**src/hdl/ebiopc_pkg.sv**
```systemverilog
package ebiopc_pkg;

  // ----------------------------------------------------------------
  // bus geometry and register offsets
  // ----------------------------------------------------------------
  localparam int DATA_W = 8;
  localparam int ADDR_W = 3;
  localparam logic [ADDR_W-1:0] OFS_PIN_LEVEL = 3'h0;
  localparam logic [ADDR_W-1:0] OFS_OUTPUT_LATCH = 3'h1;
  localparam logic [ADDR_W-1:0] OFS_DIRECTION = 3'h2;
  localparam logic [ADDR_W-1:0] OFS_SHARED = 3'h3;
  localparam logic [ADDR_W-1:0] OFS_WATCHDOG = 3'h4;
  localparam logic [ADDR_W-1:0] OFS_CONFIG = 3'h5;

  // ----------------------------------------------------------------
  // reset values and field layouts
  // ----------------------------------------------------------------
  localparam logic [DATA_W-1:0] LATCH_RST = 8'h00;
  localparam logic [DATA_W-1:0] DIR_RST = 8'hFF;
  localparam logic [DATA_W-1:0] ANSEL_RST = 8'h00;
  localparam logic [DATA_W-1:0] ANSEL_MASK = 8'hDF;
  localparam logic [DATA_W-1:0] SHARED_DEF_RST = 8'h00;
  localparam logic [DATA_W-1:0] WDC_RST = 8'h00;
  localparam logic [DATA_W-1:0] CFG_RST = 8'h0F;
  localparam logic [DATA_W-1:0] CFG_WMASK = 8'h1F;
  localparam logic [DATA_W-1:0] HI_PINS_MASK = 8'h3F;
  localparam logic [DATA_W-1:0] ALL_ONES = 8'hFF;
  localparam logic [DATA_W-1:0] ALL_ZERO = 8'h00;
  localparam int WDC_SHARED_SEL_BIT = 4;
  localparam int CFG_OSC_LSB = 0;
  localparam int CFG_OSC_MSB = 2;
  localparam int CFG_PPMUX_BIT = 3;
  localparam int CFG_COMPARATOR_VREF_OUT_BIT = 4;
  localparam int OSC_SEL_BIT = 2;
  localparam int ANSEL_PIN5_BIT = 4;

  // ----------------------------------------------------------------
  // pin roles
  // ----------------------------------------------------------------
  localparam int PIN_VREF_LO = 2;
  localparam int PIN_TIMER = 4;
  localparam int PIN_PP_LO = 4;
  localparam int PIN_AN_HI = 5;
  localparam int PIN_CLK_OUT = 6;
  localparam int PIN_CLK_IN = 7;
  localparam int CYC_CNT_W = 2;

  typedef enum logic [2:0] {
    OSC_INTIO2 = 3'h0,
    OSC_INTIO1 = 3'h1,
    OSC_INTPLL2 = 3'h2,
    OSC_INTPLL1 = 3'h3,
    OSC_HS = 3'h4,
    OSC_HSPLL = 3'h5,
    OSC_EC = 3'h6,
    OSC_ECPLL = 3'h7
  } ebiopc_osc_mode_e;

endpackage

```
**src/hdl/ebiopc_pad_if.sv**
```systemverilog
`timescale 1ns/1ps
interface ebiopc_pad_if;
  logic [ebiopc_pkg::DATA_W-1:0] drive_oe;
  logic [ebiopc_pkg::DATA_W-1:0] drive_val;
  logic [ebiopc_pkg::DATA_W-1:0] pin_sync;

  modport core (output drive_oe, output drive_val, input pin_sync);
  modport pad (input drive_oe, input drive_val, output pin_sync);
endinterface

```
**src/hdl/ebiopc_port.sv**
```systemverilog
// Summary of operation
// - direction bit 0 drives the pin from the output latch, analog or not
// - direction bit 1 shows the pin level; analog selection blocks it
// - after reset pins 0-3 and 5 are analog; output drive unaffected
// - pin 4 resets as digital input and always feeds the timer clock
// - comparator reference output disables pin 2 digital output and input
// - 80-pin parts with mux bit 0 give pins 4-5 to the parallel port
// - external-clock and first internal modes put cycle clock on pin 6
// - external-clock and crystal modes give pins 6-7 to the oscillator
// - oscillator-select bit set disables digital functions of pins 6-7
// - bits 7-6 of level, latch, direction exist only with select bit 0
// - analog select shares an address, reached only when select bit is 1
// - analog select bit 5 reads zero; bits 0-4, when clear, pick analog for pins 0-3 and 5, bits 7-6 pick none
// - internal modes free pin 7; pin 6 is I/O or cycle clock by mode
//
// Decided for this implementation: the address map and the plain strobed port.
`timescale 1ns/1ps
module ebiopc_port #(
  parameter bit VARIANT_80PIN = 1'b1
) (
  // clock and control
  input wire logic mclk_in,
  input wire logic reset_in,
  input wire logic ce_in,
  // register port
  input wire logic [ebiopc_pkg::ADDR_W-1:0] addr_in,
  input wire logic [ebiopc_pkg::DATA_W-1:0] wdata_in,
  input wire logic wr_in,
  input wire logic rd_in,
  output logic [ebiopc_pkg::DATA_W-1:0] rdata_out,
  // port pins
  input wire logic [ebiopc_pkg::DATA_W-1:0] pad_level_in,
  output logic [ebiopc_pkg::DATA_W-1:0] pad_drive_out,
  output logic [ebiopc_pkg::DATA_W-1:0] pad_oe_out,
  // parallel port data bits four and five
  input wire logic [1:0] pp_data_drive_in,
  input wire logic [1:0] pp_data_oe_in,
  output logic [1:0] pp_data_level_out,
  // peripheral taps
  output logic timer_zero_clock_in_out,
  output logic [ebiopc_pkg::DATA_W-1:0] analog_en_out,
  output logic comparator_vref_out_en_out,
  output logic osc_pins_owned_out
);

  // ----------------------------------------------------------------
  // registers
  // ----------------------------------------------------------------
  logic [ebiopc_pkg::DATA_W-1:0] output_latch_reg;
  logic [ebiopc_pkg::DATA_W-1:0] direction_control_reg;
  logic [ebiopc_pkg::DATA_W-1:0] analog_select_reg;
  logic [ebiopc_pkg::DATA_W-1:0] shared_default_reg;
  logic [ebiopc_pkg::DATA_W-1:0] watchdog_control_reg;
  logic [ebiopc_pkg::DATA_W-1:0] config_reg;
  logic [ebiopc_pkg::DATA_W-1:0] pin_level_reg;
  logic [ebiopc_pkg::DATA_W-1:0] rdata_reg;
  logic [ebiopc_pkg::DATA_W-1:0] analog_en_reg;
  logic [ebiopc_pkg::CYC_CNT_W-1:0] cyc_cnt_reg;
  logic timer_clk_reg;
  logic [1:0] pp_level_reg;
  logic comparator_vref_out_en_reg;
  logic osc_owned_reg;

  // ----------------------------------------------------------------
  // decoded configuration
  // ----------------------------------------------------------------
  ebiopc_pkg::ebiopc_osc_mode_e osc_mode;
  logic osc_select_cfg;
  logic parallel_port_mux_cfg;
  logic comparator_vref_out_on;
  logic shared_addr_select;
  logic pp_active;
  logic cycle_clock_out;
  logic cyc_clk_on_pin6;
  logic [ebiopc_pkg::DATA_W-1:0] hi_mask;
  logic [ebiopc_pkg::DATA_W-1:0] pin_is_analog;
  logic [ebiopc_pkg::DATA_W-1:0] digital_in_en;
  logic [ebiopc_pkg::DATA_W-1:0] drive_oe;
  logic [ebiopc_pkg::DATA_W-1:0] drive_val;
  logic [ebiopc_pkg::DATA_W-1:0] rd_value;

  ebiopc_pad_if pads ();

  assign osc_mode = ebiopc_pkg::ebiopc_osc_mode_e'(
    config_reg[ebiopc_pkg::CFG_OSC_MSB:ebiopc_pkg::CFG_OSC_LSB]);
  assign osc_select_cfg = config_reg[ebiopc_pkg::OSC_SEL_BIT];
  assign parallel_port_mux_cfg = config_reg[ebiopc_pkg::CFG_PPMUX_BIT];
  assign comparator_vref_out_on = config_reg[ebiopc_pkg::CFG_COMPARATOR_VREF_OUT_BIT];
  assign shared_addr_select =
    watchdog_control_reg[ebiopc_pkg::WDC_SHARED_SEL_BIT];
  assign pp_active = VARIANT_80PIN && !parallel_port_mux_cfg;
  assign cycle_clock_out = cyc_cnt_reg[ebiopc_pkg::CYC_CNT_W-1];
  // top pins only exist when the oscillator does not own them
  assign hi_mask = osc_select_cfg ? ebiopc_pkg::HI_PINS_MASK
                                  : ebiopc_pkg::ALL_ONES;

  // ----------------------------------------------------------------
  // cycle clock mode on pin 6
  // ----------------------------------------------------------------
  always_comb
  begin
    case (osc_mode)
      ebiopc_pkg::OSC_EC,
      ebiopc_pkg::OSC_ECPLL,
      ebiopc_pkg::OSC_INTIO1,
      ebiopc_pkg::OSC_INTPLL1: cyc_clk_on_pin6 = 1'b1;
      ebiopc_pkg::OSC_HS,
      ebiopc_pkg::OSC_HSPLL,
      ebiopc_pkg::OSC_INTIO2,
      ebiopc_pkg::OSC_INTPLL2: cyc_clk_on_pin6 = 1'b0;
      default: cyc_clk_on_pin6 = 1'b0;
    endcase
  end

  // ----------------------------------------------------------------
  // analog map: select bit 4 belongs to pin 5, pin 4 has no channel
  // ----------------------------------------------------------------
  always_comb
  begin
    pin_is_analog = ebiopc_pkg::ALL_ZERO;
    pin_is_analog[3:0] = ~analog_select_reg[3:0];
    pin_is_analog[ebiopc_pkg::PIN_AN_HI] =
      ~analog_select_reg[ebiopc_pkg::ANSEL_PIN5_BIT];
  end

  // ----------------------------------------------------------------
  // per-pin function resolution
  // ----------------------------------------------------------------
  always_comb
  begin
    // analog selection never gates the output driver
    drive_oe = ~direction_control_reg;
    drive_val = output_latch_reg;
    digital_in_en = direction_control_reg & ~pin_is_analog;
    // timer tap is taken regardless of direction, so pin 4 input stays
    if (comparator_vref_out_on)
    begin
      drive_oe[ebiopc_pkg::PIN_VREF_LO] = 1'b0;
      digital_in_en[ebiopc_pkg::PIN_VREF_LO] = 1'b0;
    end
    if (pp_active)
    begin
      drive_oe[ebiopc_pkg::PIN_PP_LO+1:ebiopc_pkg::PIN_PP_LO] =
        pp_data_oe_in;
      drive_val[ebiopc_pkg::PIN_PP_LO+1:ebiopc_pkg::PIN_PP_LO] =
        pp_data_drive_in;
    end
    if (osc_select_cfg)
    begin
      // oscillator or external clock owns both top pins
      drive_oe[ebiopc_pkg::PIN_CLK_IN] = 1'b0;
      drive_oe[ebiopc_pkg::PIN_CLK_OUT] = 1'b0;
      digital_in_en[ebiopc_pkg::PIN_CLK_IN] = 1'b0;
      digital_in_en[ebiopc_pkg::PIN_CLK_OUT] = 1'b0;
    end
    if (cyc_clk_on_pin6)
    begin
      drive_oe[ebiopc_pkg::PIN_CLK_OUT] = 1'b1;
      drive_val[ebiopc_pkg::PIN_CLK_OUT] = cycle_clock_out;
      digital_in_en[ebiopc_pkg::PIN_CLK_OUT] = 1'b0;
    end
  end

  assign pads.drive_oe = drive_oe;
  assign pads.drive_val = drive_val;

  // ----------------------------------------------------------------
  // cycle clock divider, oscillator rate over four
  // ----------------------------------------------------------------
  always_ff @(posedge mclk_in)
  begin
    if (reset_in)
      cyc_cnt_reg <= '0;
    else if (ce_in)
      cyc_cnt_reg <= cyc_cnt_reg + 1'b1;
  end

  // ----------------------------------------------------------------
  // output latch: written through either the latch or level address
  // ----------------------------------------------------------------
  always_ff @(posedge mclk_in)
  begin
    if (reset_in)
      output_latch_reg <= ebiopc_pkg::LATCH_RST;
    else if (ce_in && wr_in &&
             (addr_in == ebiopc_pkg::OFS_OUTPUT_LATCH ||
              addr_in == ebiopc_pkg::OFS_PIN_LEVEL))
      output_latch_reg <= (wdata_in & hi_mask) |
                          (output_latch_reg & ~hi_mask);
  end

  // ----------------------------------------------------------------
  // direction control
  // ----------------------------------------------------------------
  always_ff @(posedge mclk_in)
  begin
    if (reset_in)
      direction_control_reg <= ebiopc_pkg::DIR_RST;
    else if (ce_in && wr_in && addr_in == ebiopc_pkg::OFS_DIRECTION)
      direction_control_reg <= (wdata_in & hi_mask) |
                               (direction_control_reg & ~hi_mask);
  end

  // ----------------------------------------------------------------
  // shared address: analog select or the default register behind it
  // ----------------------------------------------------------------
  always_ff @(posedge mclk_in)
  begin
    if (reset_in)
      analog_select_reg <= ebiopc_pkg::ANSEL_RST;
    else if (ce_in && wr_in && addr_in == ebiopc_pkg::OFS_SHARED &&
             shared_addr_select)
      analog_select_reg <= wdata_in & ebiopc_pkg::ANSEL_MASK;
  end

  always_ff @(posedge mclk_in)
  begin
    if (reset_in)
      shared_default_reg <= ebiopc_pkg::SHARED_DEF_RST;
    else if (ce_in && wr_in && addr_in == ebiopc_pkg::OFS_SHARED &&
             !shared_addr_select)
      shared_default_reg <= wdata_in;
  end

  always_ff @(posedge mclk_in)
  begin
    if (reset_in)
      watchdog_control_reg <= ebiopc_pkg::WDC_RST;
    else if (ce_in && wr_in && addr_in == ebiopc_pkg::OFS_WATCHDOG)
      watchdog_control_reg <= wdata_in;
  end

  // ----------------------------------------------------------------
  // configuration: oscillator mode, parallel mux, reference output
  // ----------------------------------------------------------------
  always_ff @(posedge mclk_in)
  begin
    if (reset_in)
      config_reg <= ebiopc_pkg::CFG_RST;
    else if (ce_in && wr_in && addr_in == ebiopc_pkg::OFS_CONFIG)
      config_reg <= wdata_in & ebiopc_pkg::CFG_WMASK;
  end

  // ----------------------------------------------------------------
  // pin level capture; disabled inputs read as zero
  // ----------------------------------------------------------------
  always_ff @(posedge mclk_in)
  begin
    if (reset_in)
      pin_level_reg <= ebiopc_pkg::ALL_ZERO;
    else if (ce_in)
      pin_level_reg <= pads.pin_sync & digital_in_en;
  end

  // ----------------------------------------------------------------
  // read mux; data valid only in the cycle after the strobe
  // ----------------------------------------------------------------
  always_comb
  begin
    case (addr_in)
      ebiopc_pkg::OFS_PIN_LEVEL:
        rd_value = pin_level_reg & hi_mask;
      ebiopc_pkg::OFS_OUTPUT_LATCH:
        rd_value = output_latch_reg & hi_mask;
      ebiopc_pkg::OFS_DIRECTION:
        rd_value = direction_control_reg & hi_mask;
      ebiopc_pkg::OFS_SHARED:
        rd_value = shared_addr_select ? analog_select_reg
                                      : shared_default_reg;
      ebiopc_pkg::OFS_WATCHDOG:
        rd_value = watchdog_control_reg;
      ebiopc_pkg::OFS_CONFIG:
        rd_value = config_reg;
      default:
        rd_value = ebiopc_pkg::ALL_ZERO;
    endcase
  end

  always_ff @(posedge mclk_in)
  begin
    if (reset_in)
      rdata_reg <= ebiopc_pkg::ALL_ZERO;
    else if (ce_in)
      rdata_reg <= rd_in ? rd_value : ebiopc_pkg::ALL_ZERO;
  end

  // ----------------------------------------------------------------
  // peripheral taps
  // ----------------------------------------------------------------
  // timer input ignores direction and analog selection alike
  always_ff @(posedge mclk_in)
  begin
    if (reset_in)
      timer_clk_reg <= 1'b0;
    else if (ce_in)
      timer_clk_reg <= pads.pin_sync[ebiopc_pkg::PIN_TIMER];
  end

  always_ff @(posedge mclk_in)
  begin
    if (reset_in)
      pp_level_reg <= 2'h0;
    else if (ce_in)
      pp_level_reg <= pp_active ?
        pads.pin_sync[ebiopc_pkg::PIN_PP_LO+1:ebiopc_pkg::PIN_PP_LO] :
        2'h0;
  end

  always_ff @(posedge mclk_in)
  begin
    if (reset_in)
    begin
      analog_en_reg <= ebiopc_pkg::ALL_ZERO;
      comparator_vref_out_en_reg <= 1'b0;
      osc_owned_reg <= 1'b0;
    end
    else if (ce_in)
    begin
      analog_en_reg <= pin_is_analog;
      // pin 2 doubles as the comparator reference output
      comparator_vref_out_en_reg <= comparator_vref_out_on;
      osc_owned_reg <= osc_select_cfg;
    end
  end

  // ----------------------------------------------------------------
  // pad stage
  // ----------------------------------------------------------------
  ebiopc_pad_ctl #(
    .WIDTH(ebiopc_pkg::DATA_W)
  ) u_pad (
    .mclk_in(mclk_in),
    .reset_in(reset_in),
    .ce_in(ce_in),
    .pad_level_in(pad_level_in),
    .pad_drive_out(pad_drive_out),
    .pad_oe_out(pad_oe_out),
    .core(pads.pad)
  );

  assign rdata_out = rdata_reg;
  assign timer_zero_clock_in_out = timer_clk_reg;
  assign pp_data_level_out = pp_level_reg;
  assign analog_en_out = analog_en_reg;
  assign comparator_vref_out_en_out = comparator_vref_out_en_reg;
  assign osc_pins_owned_out = osc_owned_reg;

endmodule

```
**src/hdl/ebiopc_pad_ctl.sv**
```systemverilog
`timescale 1ns/1ps
module ebiopc_pad_ctl #(
  parameter int WIDTH = ebiopc_pkg::DATA_W
) (
  // clock and control
  input wire logic mclk_in,
  input wire logic reset_in,
  input wire logic ce_in,
  // pads
  input wire logic [WIDTH-1:0] pad_level_in,
  output logic [WIDTH-1:0] pad_drive_out,
  output logic [WIDTH-1:0] pad_oe_out,
  // core side
  ebiopc_pad_if.pad core
);

  // ----------------------------------------------------------------
  // per-pin synchroniser and output stage
  // ----------------------------------------------------------------
  genvar i;
  generate
    for (i = 0; i < WIDTH; i++)
    begin : g_pin
      logic meta_reg;
      logic sync_reg;
      logic drv_reg;
      logic oe_reg;

      // only the second stage is visible to the core
      always_ff @(posedge mclk_in)
      begin
        if (reset_in)
        begin
          meta_reg <= 1'b0;
          sync_reg <= 1'b0;
        end
        else if (ce_in)
        begin
          meta_reg <= pad_level_in[i];
          sync_reg <= meta_reg;
        end
      end

      // registered so the pad sees no combinational glitches
      always_ff @(posedge mclk_in)
      begin
        if (reset_in)
        begin
          drv_reg <= 1'b0;
          oe_reg <= 1'b0;
        end
        else if (ce_in)
        begin
          drv_reg <= core.drive_val[i];
          oe_reg <= core.drive_oe[i];
        end
      end

      assign core.pin_sync[i] = sync_reg;
      assign pad_drive_out[i] = drv_reg;
      assign pad_oe_out[i] = oe_reg;
    end
  endgenerate

endmodule

```
**config.mk**
```make
export PLATFORM = sky130hd
export DESIGN_NAME = ebiopc_port
export DESIGN_NICKNAME = d
export VERILOG_FILES = /design/src/hdl/ebiopc_pkg.sv /design/src/hdl/ebiopc_pad_if.sv /design/src/hdl/ebiopc_port.sv /design/src/hdl/ebiopc_pad_ctl.sv
export SDC_FILE = /design/constraint.sdc
export NUM_CORES = 1
export LEC_CHECK = 0
export BUFFER_PORTS_ARGS = -buffer_cell sky130_fd_sc_hd__buf_4
export CORE_ASPECT_RATIO = 0.5
export CORE_MARGIN = 3
export CORE_UTILIZATION = 40
export DETAILED_ROUTE_END_ITERATION = 16
export PLACE_DENSITY = 0.67
export SYNTH_ARGS = -nofsm -noshare
export SYNTH_HDL_FRONTEND = slang
export SYNTH_SLANG_ARGS = --single-unit
```
**constraint.sdc**
```tcl
create_clock -name mclk_in -period 1.5 [get_ports mclk_in]
set_clock_uncertainty 0.15 [all_clocks]
set_input_delay 0.3 -clock mclk_in [delete_from_list [all_inputs] [get_ports mclk_in]]
set_output_delay 0.3 -clock mclk_in [all_outputs]
set_load 0.02 [all_outputs]
```
**Yosys cells after proc, flatten, opt, wreduce, memory -nomap -nowiden**

Memories as Yosys holds them, arrays and structs flattened. A register that Yosys moved wholly into a read port is not among the register bits.
Index checks and enable logic that the tools add are counted.

- Bits in read-only memories: 8
- Memories: 1
- Logic and storage cells: 95
- Bits in registers: 104

Memories:

| name | depth | bits a word | rd ports | clocked after Yosys merged registers in | wr ports | RTL line | RTL |
|---|---|---|---|---|---|---|---|
| (no name shown) | 8 | 1 | 1 | 1 | 0 | ebiopc_port.sv:102 | `case (osc_mode)` |

- Multiplexer cells: 16
- Equal/unequal tests: 5
- Bitwise gates (word level): 15
- Add/sub/neg operators: 1
- Reduce and logical (&&, ||, !) cells: 11

Operators by type and width:

| kind | number |
|---|---|
| $and A8 B8 Y8 | 8 |
| $pmux W8 S6 | 1 |
| $mux W8 | 3 |
| $not A8 Y8 | 2 |
| $or A8 B8 Y8 | 2 |
| $mux W2 | 5 |
| $logic_and A1 B1 Y1 | 8 |
| $not A6 Y8 | 1 |
| $eq A3 B2 Y1 const B | 2 |
| $eq A3 B3 Y1 const B | 2 |
| $mux W3 | 2 |
| $mux W1 | 5 |
| $not A4 Y4 | 1 |
| $eq A3 B1 Y1 const B | 1 |
| $logic_not A3 Y1 | 1 |
| $add A2 B1 Y2 const B | 1 |
| $logic_not A1 Y1 | 1 |
| $logic_or A1 B1 Y1 | 1 |
| $not A1 Y1 | 1 |

**Logic depth before layout (Yosys ltp)**

Gate-level depths: netlist of the first run.

- Depth after elaboration: 6
- Gate-level depth with buffers: 6

**Hierarchy**

From an unflattened synthesis of the first run, not the netlist that was laid out.

- Cell total of the unflattened synthesis: 485
- Area total of the unflattened synthesis: 4697.0 um^2

Modules (own cells, without submodules):

| module | cells each | times used | area an instance (um^2) | seq. area each (um^2) |
|---|---|---|---|---|
| ebiopc_port | 358 | 1 | 3353.2 | 1461.4 |
| ebiopc_pad_ctl | 127 | 1 | 1343.8 | 640.6 |

**Worst setup path before layout of the first run**

OpenSTA, ideal clock, no wires.

- Kind: input port to flip-flop
- Start point: input port addr_in[2] in the netlist's numbering
- End point: register analog_select_reg[2] in the netlist's numbering
- Path slack: -0.060 ns
- Cell stages on the path: 6
- Arrival: 1.282 ns
- Required time: 1.222 ns
- Setup time: 0.128 ns
- Cells stage by stage: buf_6 > nand3b_4 > or3_1 > buf_6 > mux2i_1 > nor2_1

- Cells in the longest elaborated chain, start to end: 3

Ends and longest elaborated chain:

| what | RTL line | RTL |
|---|---|---|
| start, declared | ebiopc_port.sv:26 | `input wire logic [ebiopc_pkg::ADDR_W-1:0] addr_in,` |
| $eq A3 B2 Y1 | ebiopc_port.sv:211 | `else if (ce_in && wr_in && addr_in == ebiopc_pkg::OFS_SHARED &&` |
| $logic_and A1 B1 Y1 (2 in series) | ebiopc_port.sv:211 |  |
| end signal, assigned | ebiopc_port.sv:210 | `analog_select_reg <= ebiopc_pkg::ANSEL_RST;` |
| end signal, assigned | ebiopc_port.sv:213 | `analog_select_reg <= wdata_in & ebiopc_pkg::ANSEL_MASK;` |
| end, declared | ebiopc_port.sv:51 | `logic [ebiopc_pkg::DATA_W-1:0] analog_select_reg;` |

No other way between the ends.
A chain may end at the register's enable or synchronous reset.

**Final worst setup path of the first run**

- Start point: register watchdog_control_reg[4] in the netlist's numbering
- End point: register analog_select_reg[6] in the netlist's numbering

- Cells in the longest elaborated chain, start to end: 1

Ends and longest elaborated chain:

| what | RTL line | RTL |
|---|---|---|
| start, declared | ebiopc_port.sv:53 | `logic [ebiopc_pkg::DATA_W-1:0] watchdog_control_reg;` |
| start signal, assigned | ebiopc_port.sv:228 | `watchdog_control_reg <= ebiopc_pkg::WDC_RST;` |
| start signal, assigned | ebiopc_port.sv:230 | `watchdog_control_reg <= wdata_in;` |
| $logic_and A1 B1 Y1 | ebiopc_port.sv:211 |  |

No other way between the ends.

==> impl_summary.md, run 1 <==
Floorplanning
The standard-cell row count is 26. For this configuration, the core starts out at a cell density of a little over two fifths. The number of I/O pins is 65. The die covers approximately 0.013 mm2. In this run the vertical extent of the chip is 81.54 um. In this run the horizontal extent of the chip is 157.1 um. The total area inside the core boundary comes to ~0.011 mm2.

Logic synthesis
The post-synthesis cell type count is 41. The most used flip-flop cell after synthesis is dfxtp_1. By count the netlist is led by 105 x dfxtp_1, 99 x nor2_1, 86 x mux2i_1. The sequential share of the synthesized area is 46.05%. By instance count, the leading cell after synthesis is dfxtp_1. The count of mapped cells out of synthesis is 481. The cell accounting for the most synthesized area is dfxtp_1. Dividing the synthesized area by the synthesized cell count gives 9.489 um2. For this run, asynchronously set or reset flops after synthesis account for 0%.

Synthesis inferred ~110 register bits. The synthesized design devotes to its leading area cell type 46.05% of total area. Yosys attributes the largest share of cell area to dfxtp_1 46%, mux2i_1 19%, nor2_1 8.1%.

The number of synthesized flops with an enable pin is 0. The post-synthesis instance area is 0.004564 mm2. The count of synthesis-stage warnings from yosys is 0.

Critical path
The slowest stage cell on the critical path is or3_1. The signal on the critical path passes through inv_1, or3_1, buf_4, mux2i_1, nor2_1. The worst setup path is captured at a register. On the worst path, the slowest cell contributes a delay of approximately 0.36 ns.

The kind of critical path is reg2reg. The worst endpoint required time is 1.58 ns. STA puts the critical path data arrival time at about 1.5 ns.

The peak fanout along the critical path is 7. The nature of the critical path startpoint is a register.

Power and ir drop
The analysis attributes to cell leakage a power of 2.376 nW. After layout, the design draws a total of 5.868 mW. The areal power density over the cells is 1040 mW/mm2.

The peak supply drop is 509.1 uV.

Clock tree
The total setup buffers inserted after CTS is 0. At the later pin of the worst-skew pair, clock insertion delay measures between 0.3 and 0.4 ns. The clock tree synthesis step divided the H-tree into 3 levels. The clock tree from TritonCTS is done. The count of hold buffers inserted by post-cts repair is 0. The CTS sink count is between 100 and 150. The number of buffers added by the clock tree synthesis step is 9. After clock tree synthesis, the clock-pin slew on the worst setup and hold paths is 0.07 ns. CTS placed an instance of clkbuf_16 at the clock tree root. The clock passes through at most 2 buffers.

Global route
The total global-route track usage is roughly 18%. The first-pass GRT wire length is 17.76 mm. The number of antenna violations at the first check in global routing is 0.

Summed over all layers, the global routing overflow is 0. Entering global routing, the biggest net connects 40 pins. The number of global-route vias before repair is 3378.

Routing
The starting DRC count in detailed routing is between 200 and 250. The DRC violation count after routing is 0. The routed length per instance is approximately 16 um. The ratio of routed vias to standard cells is 5.029. The via count is 3485. The number of nets with antenna violations after detailed routing is 0. The iteration count of the initial detailed-routing pass is 6. The total wire length after detailed routing is 10.86 mm.

Final layout
The ratio of cells with drive above 1 in the final layout is approximately 24%. The number of diodes added for antenna fixing is 0. The area growth from synthesis to layout is 23.66%. The area of the multi-input gates is between 0.002 and 0.0025 mm2. Summing all flip-flop and latch instances after layout gives 0.002102 mm2. The final layout contains 576 nets.

Fill cells in the final layout number 979.

STA
The final-report hold violation count is 0. The final setup violation count is 0. Of the available clock period, the critical path in the final layout requires 95.04%. The number of slew-limit violations in the final report is 0. Setup repair after global routing could not meet its margin everywhere. The total negative slack is 0 ns. The achievable frequency is 0.7015 GHz. The clock period could shrink to 1.426 ns.

Place
The number of buffers inserted by port buffering is 61. The HPWL after detailed placement is 7.821 mm. The congestion estimate from routability-driven global placement came to between 0.8 and 0.9.

Flow run
Across the run, the number of max-cap violations was 0.

Outcome
The flow ran to the end, and the final reports show no timing, DRC or antenna violations.

Hold path
The tightest min-delay check is of the in2reg type.
## final cells by class
| cell class | instances | area share, % |
|---|---|---|
| Clock inverter | 5 | 1.131 |
| Clock buffer | 11 | 4.123 |
| Tap cell | 140 | 3.104 |
| Multi-Input combinational cell | 317 | 38.02 |
| Inverter | 8 | 0.5320 |
| Timing Repair Buffer | 107 | 15.85 |
| Sequential cell | 105 | 37.24 |
## cell families after synthesis
kind of cell | synth area share (%)
simple gates | 17.68
flops | 46.05
mux | 18.86
compound gates | 9.540
buf+inv | 7.401
xor+xnor | 0.3838
other cells | 0.08216
## routing by layer
layer / up-vias / wire length, um / global-route usage [%]
met5: - / 0 / 0
met4: 0 / 120 / 4.329
met3: 14 / 460 / 4.737
met2: 74 / 4507 / 27.05
met1: 1625 / 5774 / 24.99
li1: 1772 / - / -
## timing repair
action	4_1_cts	5_1_grt
setup endpoints to repair	1	2
pin swaps	0	1
resized for setup	1	1
## final timing paths
check                          start                      end  slack [ns]  cells past startpoint
max          watchdog_control_reg[4]     analog_select_reg[6]        0.07                      5
min                  pad_level_in[4]  u_pad.g_pin[4].meta_reg        0.04                      3
max reg2reg  watchdog_control_reg[4]     analog_select_reg[6]        0.07                      5
min reg2reg         pin_level_reg[1]         pin_level_reg[1]        0.32                      2
## placed cells by master (no fill, tap or decap), drive strengths merged
| cell type | count |
|---|---|
| conb | 3 |
| a211o | 10 |
| nor2 | 99 |
| clkinv | 2 |
| xor2 | 1 |
| or2 | 1 |
| o32a | 1 |
| a21oi | 22 |
| nand2b | 12 |
| o32ai | 1 |
| a211oi | 7 |
| nor4 | 2 |
| a21o | 3 |
| mux2i | 86 |
| dfxtp | 105 |
| o21ai | 3 |
| nand3 | 5 |
| or3 | 1 |
| inv | 10 |
| buf | 107 |
| a41oi | 3 |
| nand3b | 2 |
| o211ai | 1 |
| o2bb2ai | 6 |
| clkbuf | 11 |
| bufinv | 1 |
| xnor2 | 1 |
| o31ai | 1 |
| nand4 | 5 |
| nand4b | 2 |
| nand2 | 18 |
| a221oi | 3 |
| nor3 | 10 |
| a22o | 1 |
| nor2b | 7 |
## critical path, delay by kind of cell (launching register included)
kind                   cells  cell delay (ns)
DFF                        1             0.35
and+or+nand+nor            2             0.41
muxes                      1             0.16
buffers and inverters      2             0.25
## report_power, final
part	switching [mW]	internal [mW]	total [mW]	leakage, nW
Sequential	0.0432	2.85	2.90	0.853
Clock	1.07	1.31	2.38	0.146
Combinational	0.315	0.274	0.589	1.38
Total	1.42	4.44	5.87	2.38
## stage by stage
| step | util, % | cell area (um2) | worst slack, ns | cells | hold slack [ns] |
|---|---|---|---|---|---|
| floorplan | - | 4603 | -0.05035 | 483 | 0.2678 |
| global placement | 50.18 | 5338 | -0.1246 | 677 | 0.3029 |
| detailed placement | 50.18 | 5338 | -0.1409 | 677 | 0.3073 |
| CTS | 53.00 | 5638 | 0.02092 | 693 | 0.03479 |
| global route | 53.06 | 5644 | -0.006003 | 693 | 0.03268 |
| finish | 53.06 | 5644 | 0.07443 | 693 | 0.03561 |
Note: power is estimated with default switching activity, not from simulation.
==> run 2, diff against run 1 <==
--- a/config.mk
+++ b/config.mk
@@ -10,7 +10,6 @@
 export CORE_MARGIN = 3
 export CORE_UTILIZATION = 40
 export DETAILED_ROUTE_END_ITERATION = 16
-export PLACE_DENSITY = 0.67
 export SYNTH_ARGS = -nofsm -noshare
 export SYNTH_HDL_FRONTEND = slang
 export SYNTH_SLANG_ARGS = --single-unit
==> impl_summary.md, run 2 (synthesis gave the netlist of run 1 again) <==
Clock tree
The number of buffers added by the clock tree synthesis step came to 9 (unchanged). The register clock-pin slew on the reported worst setup and hold paths was 0.07 ns (about the same). Clock tree synthesis selected as its root buffer the cell clkbuf_16. The buffer levels on the longest clock path is 2 (unchanged). The clock latency reported for the late side of the worst-skew pair is 0.35 ns (about the same).

The CTS sink count is 105 (unchanged). The H-tree depth is 3 (unchanged). The count of hold buffers inserted by post-cts repair is 0 (unchanged). The clock tree from TritonCTS is done.

STA
The final setup violation count was 0 (unchanged). The clock period minus final worst setup slack is 1.459 ns (+0.03381 ns). The number of slew-limit violations in the final report came to 0 (unchanged). The tightest hold margin is 0.02858 ns (-0.007027 ns). Setup repair after global routing left no endpoint under its margin. The worst-case setup margin in the final layout was 0.04061 ns (-0.03381 ns).

The achievable frequency was 0.6852 GHz (-2.3%). The final-report hold violation count came to 0 (unchanged). The final critical-path share of the clock period is 97.29% (+2.3 points).

Global route
The largest net degree at the start of global routing is 49 (+23%). The first-pass GRT wire length is 17.90 mm (+0.78%). The number of global-route vias before repair is 3321 (-1.7%). The number of antenna violations at the first check in global routing is 0 (unchanged). The total global routing overflow is 0 (unchanged). The total global-route track usage is 18.21% (+0.52 points).

Place
The number of buffers inserted by port buffering is 61 (unchanged). The worst slack at placement is -0.09554 ns (+0.04533 ns). The HPWL after detailed placement is 8.117 mm (+3.8%). The post-placement cell area is 0.005385 mm2 (+0.89%). The weighted congestion at the end of routability-driven global placement is 0.8437 (+1.1%).

Routing
The via count is 3521 (+1.0%). The ratio of routed vias to standard cells is 5.081 (+1.0%). The starting DRC count in detailed routing is 214 (+2.4%).

The routed length per instance is 16.42 um (+4.8%). The iteration count of the initial detailed-routing pass came to 4 (-2). The total wire length after detailed routing was 11.38 mm (+4.8%). The number of nets with antenna violations after detailed routing is 0 (unchanged).

The DRC violation count after routing came to 0 (unchanged).

Critical path
The beginning of the worst register-to-register path is watchdog_control_reg[4]. The critical path in this run is classified as reg2reg. The worst setup path is captured at a register. The critical path starts at watchdog_control_reg[4]. The arrival time at the worst endpoint came to 1.55 ns (+0.04 ns). The largest stage delay on the critical path is 0.38 ns (+0.02 ns). The worst endpoint required time is 1.59 ns (about the same). The slowest stage cell on the critical path is or3_1.

Traced cell by cell, the critical path runs through inv_1, or3_1, buf_6, mux2i_1, nor2_1. The cell family contributing the most delay on the critical path is simple AND/OR/NAND/NOR gates. The peak fanout along the critical path is 7 (unchanged). The nature of the critical path startpoint is a register. The number of buffer and inverter instances along the worst setup path is 2 (unchanged).

Final layout
Leaving out fill and tap cells, the most frequent cells in the layout are 104 x dfxtp_1, 99 x nor2_1, 92 x buf_4. The number of diodes added for antenna fixing is 0 (unchanged). The final core utilization is 53.72% (+0.66 points). The layout filler cell count is 1004 (+2.6%). The area growth from synthesis to layout is 25.19%. The net count reported at finish is 576 (unchanged). The ratio of cells with drive above 1 in the final layout was 24.59% (+0.54 points). Leaving out fill and tap cells, the most frequent cell in the layout is dfxtp_1. The post-route standard cell area excluding fillers is 0.005714 mm2 (+1.2%).

Hold path
The min-delay analysis places its worst path in the category in2reg. The worst hold path begins at pad_level_in[6].

Floorplanning
The horizontal extent of the die came to 157.1 um (unchanged). The placeable core region is 0.01064 mm2 (unchanged). The initial core utilization is 42.91% (unchanged). The overall die height is 81.54 um (unchanged).

The standard-cell row count is 26 (unchanged). The number of I/O pins is 65 (unchanged). The die area is 0.01281 mm2 (unchanged).

Power and ir drop
The areal power density over the cells is 1038 mW/mm2 (-0.13%). The leakage dissipation is 2.405 nW (+1.2%). The peak supply drop is 490.4 uV (-3.7%).

The total design power is 5.933 mW (+1.1%).

Flow run
The number of max-cap violations is 0 (unchanged).

Outcome
The flow ran to the end, and the final reports show no timing, DRC or antenna violations.
run 2: layout make-up:
type	instances	area [um2]	area share (%)
Clock buffer	9	225.2	3.941
Tap cell	140	175.2	3.065
Timing Repair Buffer	107	958.4	16.77
Inverter	8	30.03	0.5255
Multi-Input combinational cell	317	2143	37.51
Clock inverter	7	78.83	1.379
Sequential cell	105	2103	36.81
run 2: routing by layer:
layer	up-vias	wire length, um	global-route usage [%]	part of all wire (%)
met1	1670	6231	27.03	55
li1	1772	-	-	-
met4	0	132	5.022	1.2
met5	-	0	0	0
met3	11	475	4.211	4.2
met2	68	4542	26.37	40
run 2: metrics by stage:
stage	TNS [ns]	std cells
5_1_grt	0	693
3_3_place_gp	-2.073	675
3_5_place_dp	-2.630	675
2_1_floorplan	-0.6982	483
6_report	0	693
4_1_cts	0	691
run 2: power breakdown:
| group | switching, mW | internal, mW |
|---|---|---|
| clock network | 1.11 | 1.32 |
| registers | 0.0465 | 2.85 |
| logic | 0.321 | 0.283 |
run 2: tightest hold or removal path: cells and delay by family:
kind,cells,cell delay (ns)
buffers and inverters,1,0.08
multiplexers,1,0.05
AND/OR/NAND/NOR,1,0.07
run 2: final timing paths:
check / endpoint / slack (ns) / depth (start not counted)
max: analog_select_reg[3] / 0.04 / 5
min: u_pad.g_pin[6].meta_reg / 0.03 / 3
max reg2reg: analog_select_reg[3] / 0.04 / 5
min reg2reg: pin_level_reg[0] / 0.31 / 2
run 2: what timing repair did:
action / in CTS / in global routing
resized for setup: 0 / 4
setup buffers: 0 / 1
endpoints found under the setup margin: 0 / 4
==> run 3, diff against run 2 <==
--- a/config.mk
+++ b/config.mk
@@ -10,6 +10,7 @@
 export CORE_MARGIN = 3
 export CORE_UTILIZATION = 40
 export DETAILED_ROUTE_END_ITERATION = 16
+export SETUP_SLACK_MARGIN = 0.1
 export SYNTH_ARGS = -nofsm -noshare
 export SYNTH_HDL_FRONTEND = slang
 export SYNTH_SLANG_ARGS = --single-unit
==> impl_summary.md, run 3 (synthesis gave the netlist of run 1 again) <==
Outcome
The run finished with clean final reports.

Clock tree
The clock latency reported for the late side of the worst-skew pair came to 0.34 ns (about the same). The buffer levels on the longest clock path is 2 (unchanged). The register clock-pin slew on the reported worst setup and hold paths is 0.07 ns (about the same).

The cell chosen for the clock root is clkbuf_16. The CTS sink count is 105 (unchanged). The H-tree depth is 3 (unchanged). The number of buffers added by the clock tree synthesis step came to 9 (unchanged). The clock tree from TritonCTS is done.

Routing
The iteration count of the initial detailed-routing pass was 5 (+1). The DRC violation count after routing is 0 (unchanged). The routed length per instance is 16.17 um (-1.5%). The starting DRC count in detailed routing is 208 (-2.8%). The total wire length after detailed routing came to 11.19 mm (-1.7%). The ratio of routed vias to standard cells is 5.043 (-0.74%).

The number of nets with antenna violations after detailed routing is 0 (unchanged). The via count came to 3490 (-0.88%).

Place
The weighted congestion at the end of routability-driven global placement is 0.8085 (-4.2%). The HPWL after detailed placement is 8.181 mm (+0.79%). The count of placed standard cells including taps is 676 (+0.15%). The worst slack at placement is -0.1145 ns (-0.01898 ns).

The number of buffers inserted by port buffering is 61 (unchanged).

Final layout
The count of placed standard cells in the final layout, fillers left out is 692 (-0.14%). The net count reported at finish is 576 (unchanged). The ratio of cells with drive above 1 in the final layout is 24.46% (-0.14 points). The library cells used most frequently in the layout, excluding fill and tap cells, are 103 x dfxtp_1, 98 x nor2_1, 94 x buf_4.

The area growth from synthesis to layout is 24.53%. Leaving out fill and tap cells, the most frequent cell in the layout is dfxtp_1. The final core utilization is 53.43% (-0.28 points). The number of diodes added for antenna fixing is 0 (unchanged).

Power and ir drop
The peak supply drop is 559.5 uV (+14%). The areal power density over the cells came to 1003 mW/mm2 (-3.4%). The total design power is 5.701 mW (-3.9%).

The leakage dissipation came to 2.380 nW (-1.0%).

Hold path
The worst min-delay path class is in2reg. The number of instances on the worst hold path came to 3 (unchanged).

Critical path
The arrival time at the worst endpoint was 1.46 ns (-0.09 ns). The critical path capture point type is a register. The largest stage delay on the critical path is 0.37 ns (about the same). The peak fanout along the critical path was 8 (+1). The count of cells along the worst register-to-register path is 5 (unchanged). The critical path goes through buf_8, buf_4, mux2i_1, o211ai_1, a22o_1.

The critical path in this run is classified as reg2reg. The worst endpoint required time is 1.58 ns (about the same). The slowest stage cell on the critical path is dfxtp_4. The worst setup path is launched from a register.

STA
The final setup violation count is 0 (unchanged). Setup repair after global routing could not meet its margin everywhere. The final-report hold violation count is 0 (unchanged). The clock period minus final worst setup slack came to 1.376 ns (-0.08369 ns). The number of slew-limit violations in the final report is 0 (unchanged). The final critical-path share of the clock period is 91.71% (-5.6 points). The worst-case setup margin in the final layout is 0.1243 ns (+0.08369 ns).

The achievable frequency is 0.7269 GHz (+6.1%). The total negative slack came to 0 ns (unchanged).

Global route
The largest net degree at the start of global routing came to 50 (+2.0%). The number of global-route vias before repair is 3241 (-2.4%). The first-pass GRT wire length was 17.85 mm (-0.27%). The number of antenna violations at the first check in global routing came to 0 (unchanged).

The total global-route track usage came to 18.05% (-0.16 points). The total global routing overflow came to 0 (unchanged).

Floorplanning
The overall die height is 81.54 um (unchanged). The initial core utilization came to 42.91% (unchanged). The die area is 0.01281 mm2 (unchanged). The placeable core region was 0.01064 mm2 (unchanged). The number of I/O pins came to 65 (unchanged). The horizontal extent of the die is 157.1 um (unchanged).

The standard-cell row count came to 26 (unchanged).

Flow run
The number of max-cap violations is 0 (unchanged).
-- run 3: power by group --
group          switching [mW]  internal (mW)  total, mW
Combinational           0.322          0.282      0.604
Clock                    1.02           1.18       2.20
Sequential             0.0452           2.85       2.90
Total                    1.39           4.31       5.70
-- run 3: final cells by class --
type                    instances  area [um2]
fillers                      1025        4954
multi-input cells             317        2147
flip-flops and latches        105        2107
repair buffers                107       952.2
clock buffers                  12       246.5
well taps                     140       175.2
inverters                       8       30.03
clock inverters                 3       26.28
-- run 3: per-stage QoR --
stage / area, um2 / hold WS [ns]
final: 5684 / 0.04077
after CTS: 5665 / 0.03133
after global placement: 5388 / 0.2984
after floorplan: 4622 / 0.2678
after global routing: 5684 / 0.03509
after detailed placement: 5388 / 0.3021
-- run 3: metal layers --
layer / global-route usage, % / part of all wire, % / vias to the layer above
li1: - / - / 1772
met1: 27.38 / 54 / 1630
met2: 25.81 / 41 / 84
met3: 4.211 / 4.9 / 4
met4: 3.896 / 0.58 / 0
met5: 0 / 0 / -
-- run 3: path summary, 6_finish.rpt --
check | endpoint | start | slack (ns)
setup / recovery | rdata_out[3] | watchdog_control_reg[4] | 0.12
hold reg to reg | pin_level_reg[1] | pin_level_reg[1] | 0.31
hold / removal | u_pad.g_pin[0].meta_reg | pad_level_in[0] | 0.04
setup reg to reg | rdata_out[3] | watchdog_control_reg[4] | 0.12
-- run 3: critical path, delay by kind of cell (launching register included) --
family / cells / cell delay [ns]
compound gates: 2 / 0.31
buf+inv: 2 / 0.26
flops: 1 / 0.37
mux: 1 / 0.19
-- run 3: timing repair --
item                       in CTS  in global routing
setup buffers                   0                  1
gates cloned                    0                  0
pin swaps                       2                  4
setup endpoints to repair      13                 20
hold buffers                    0                  0
gates resized for setup         2                  5
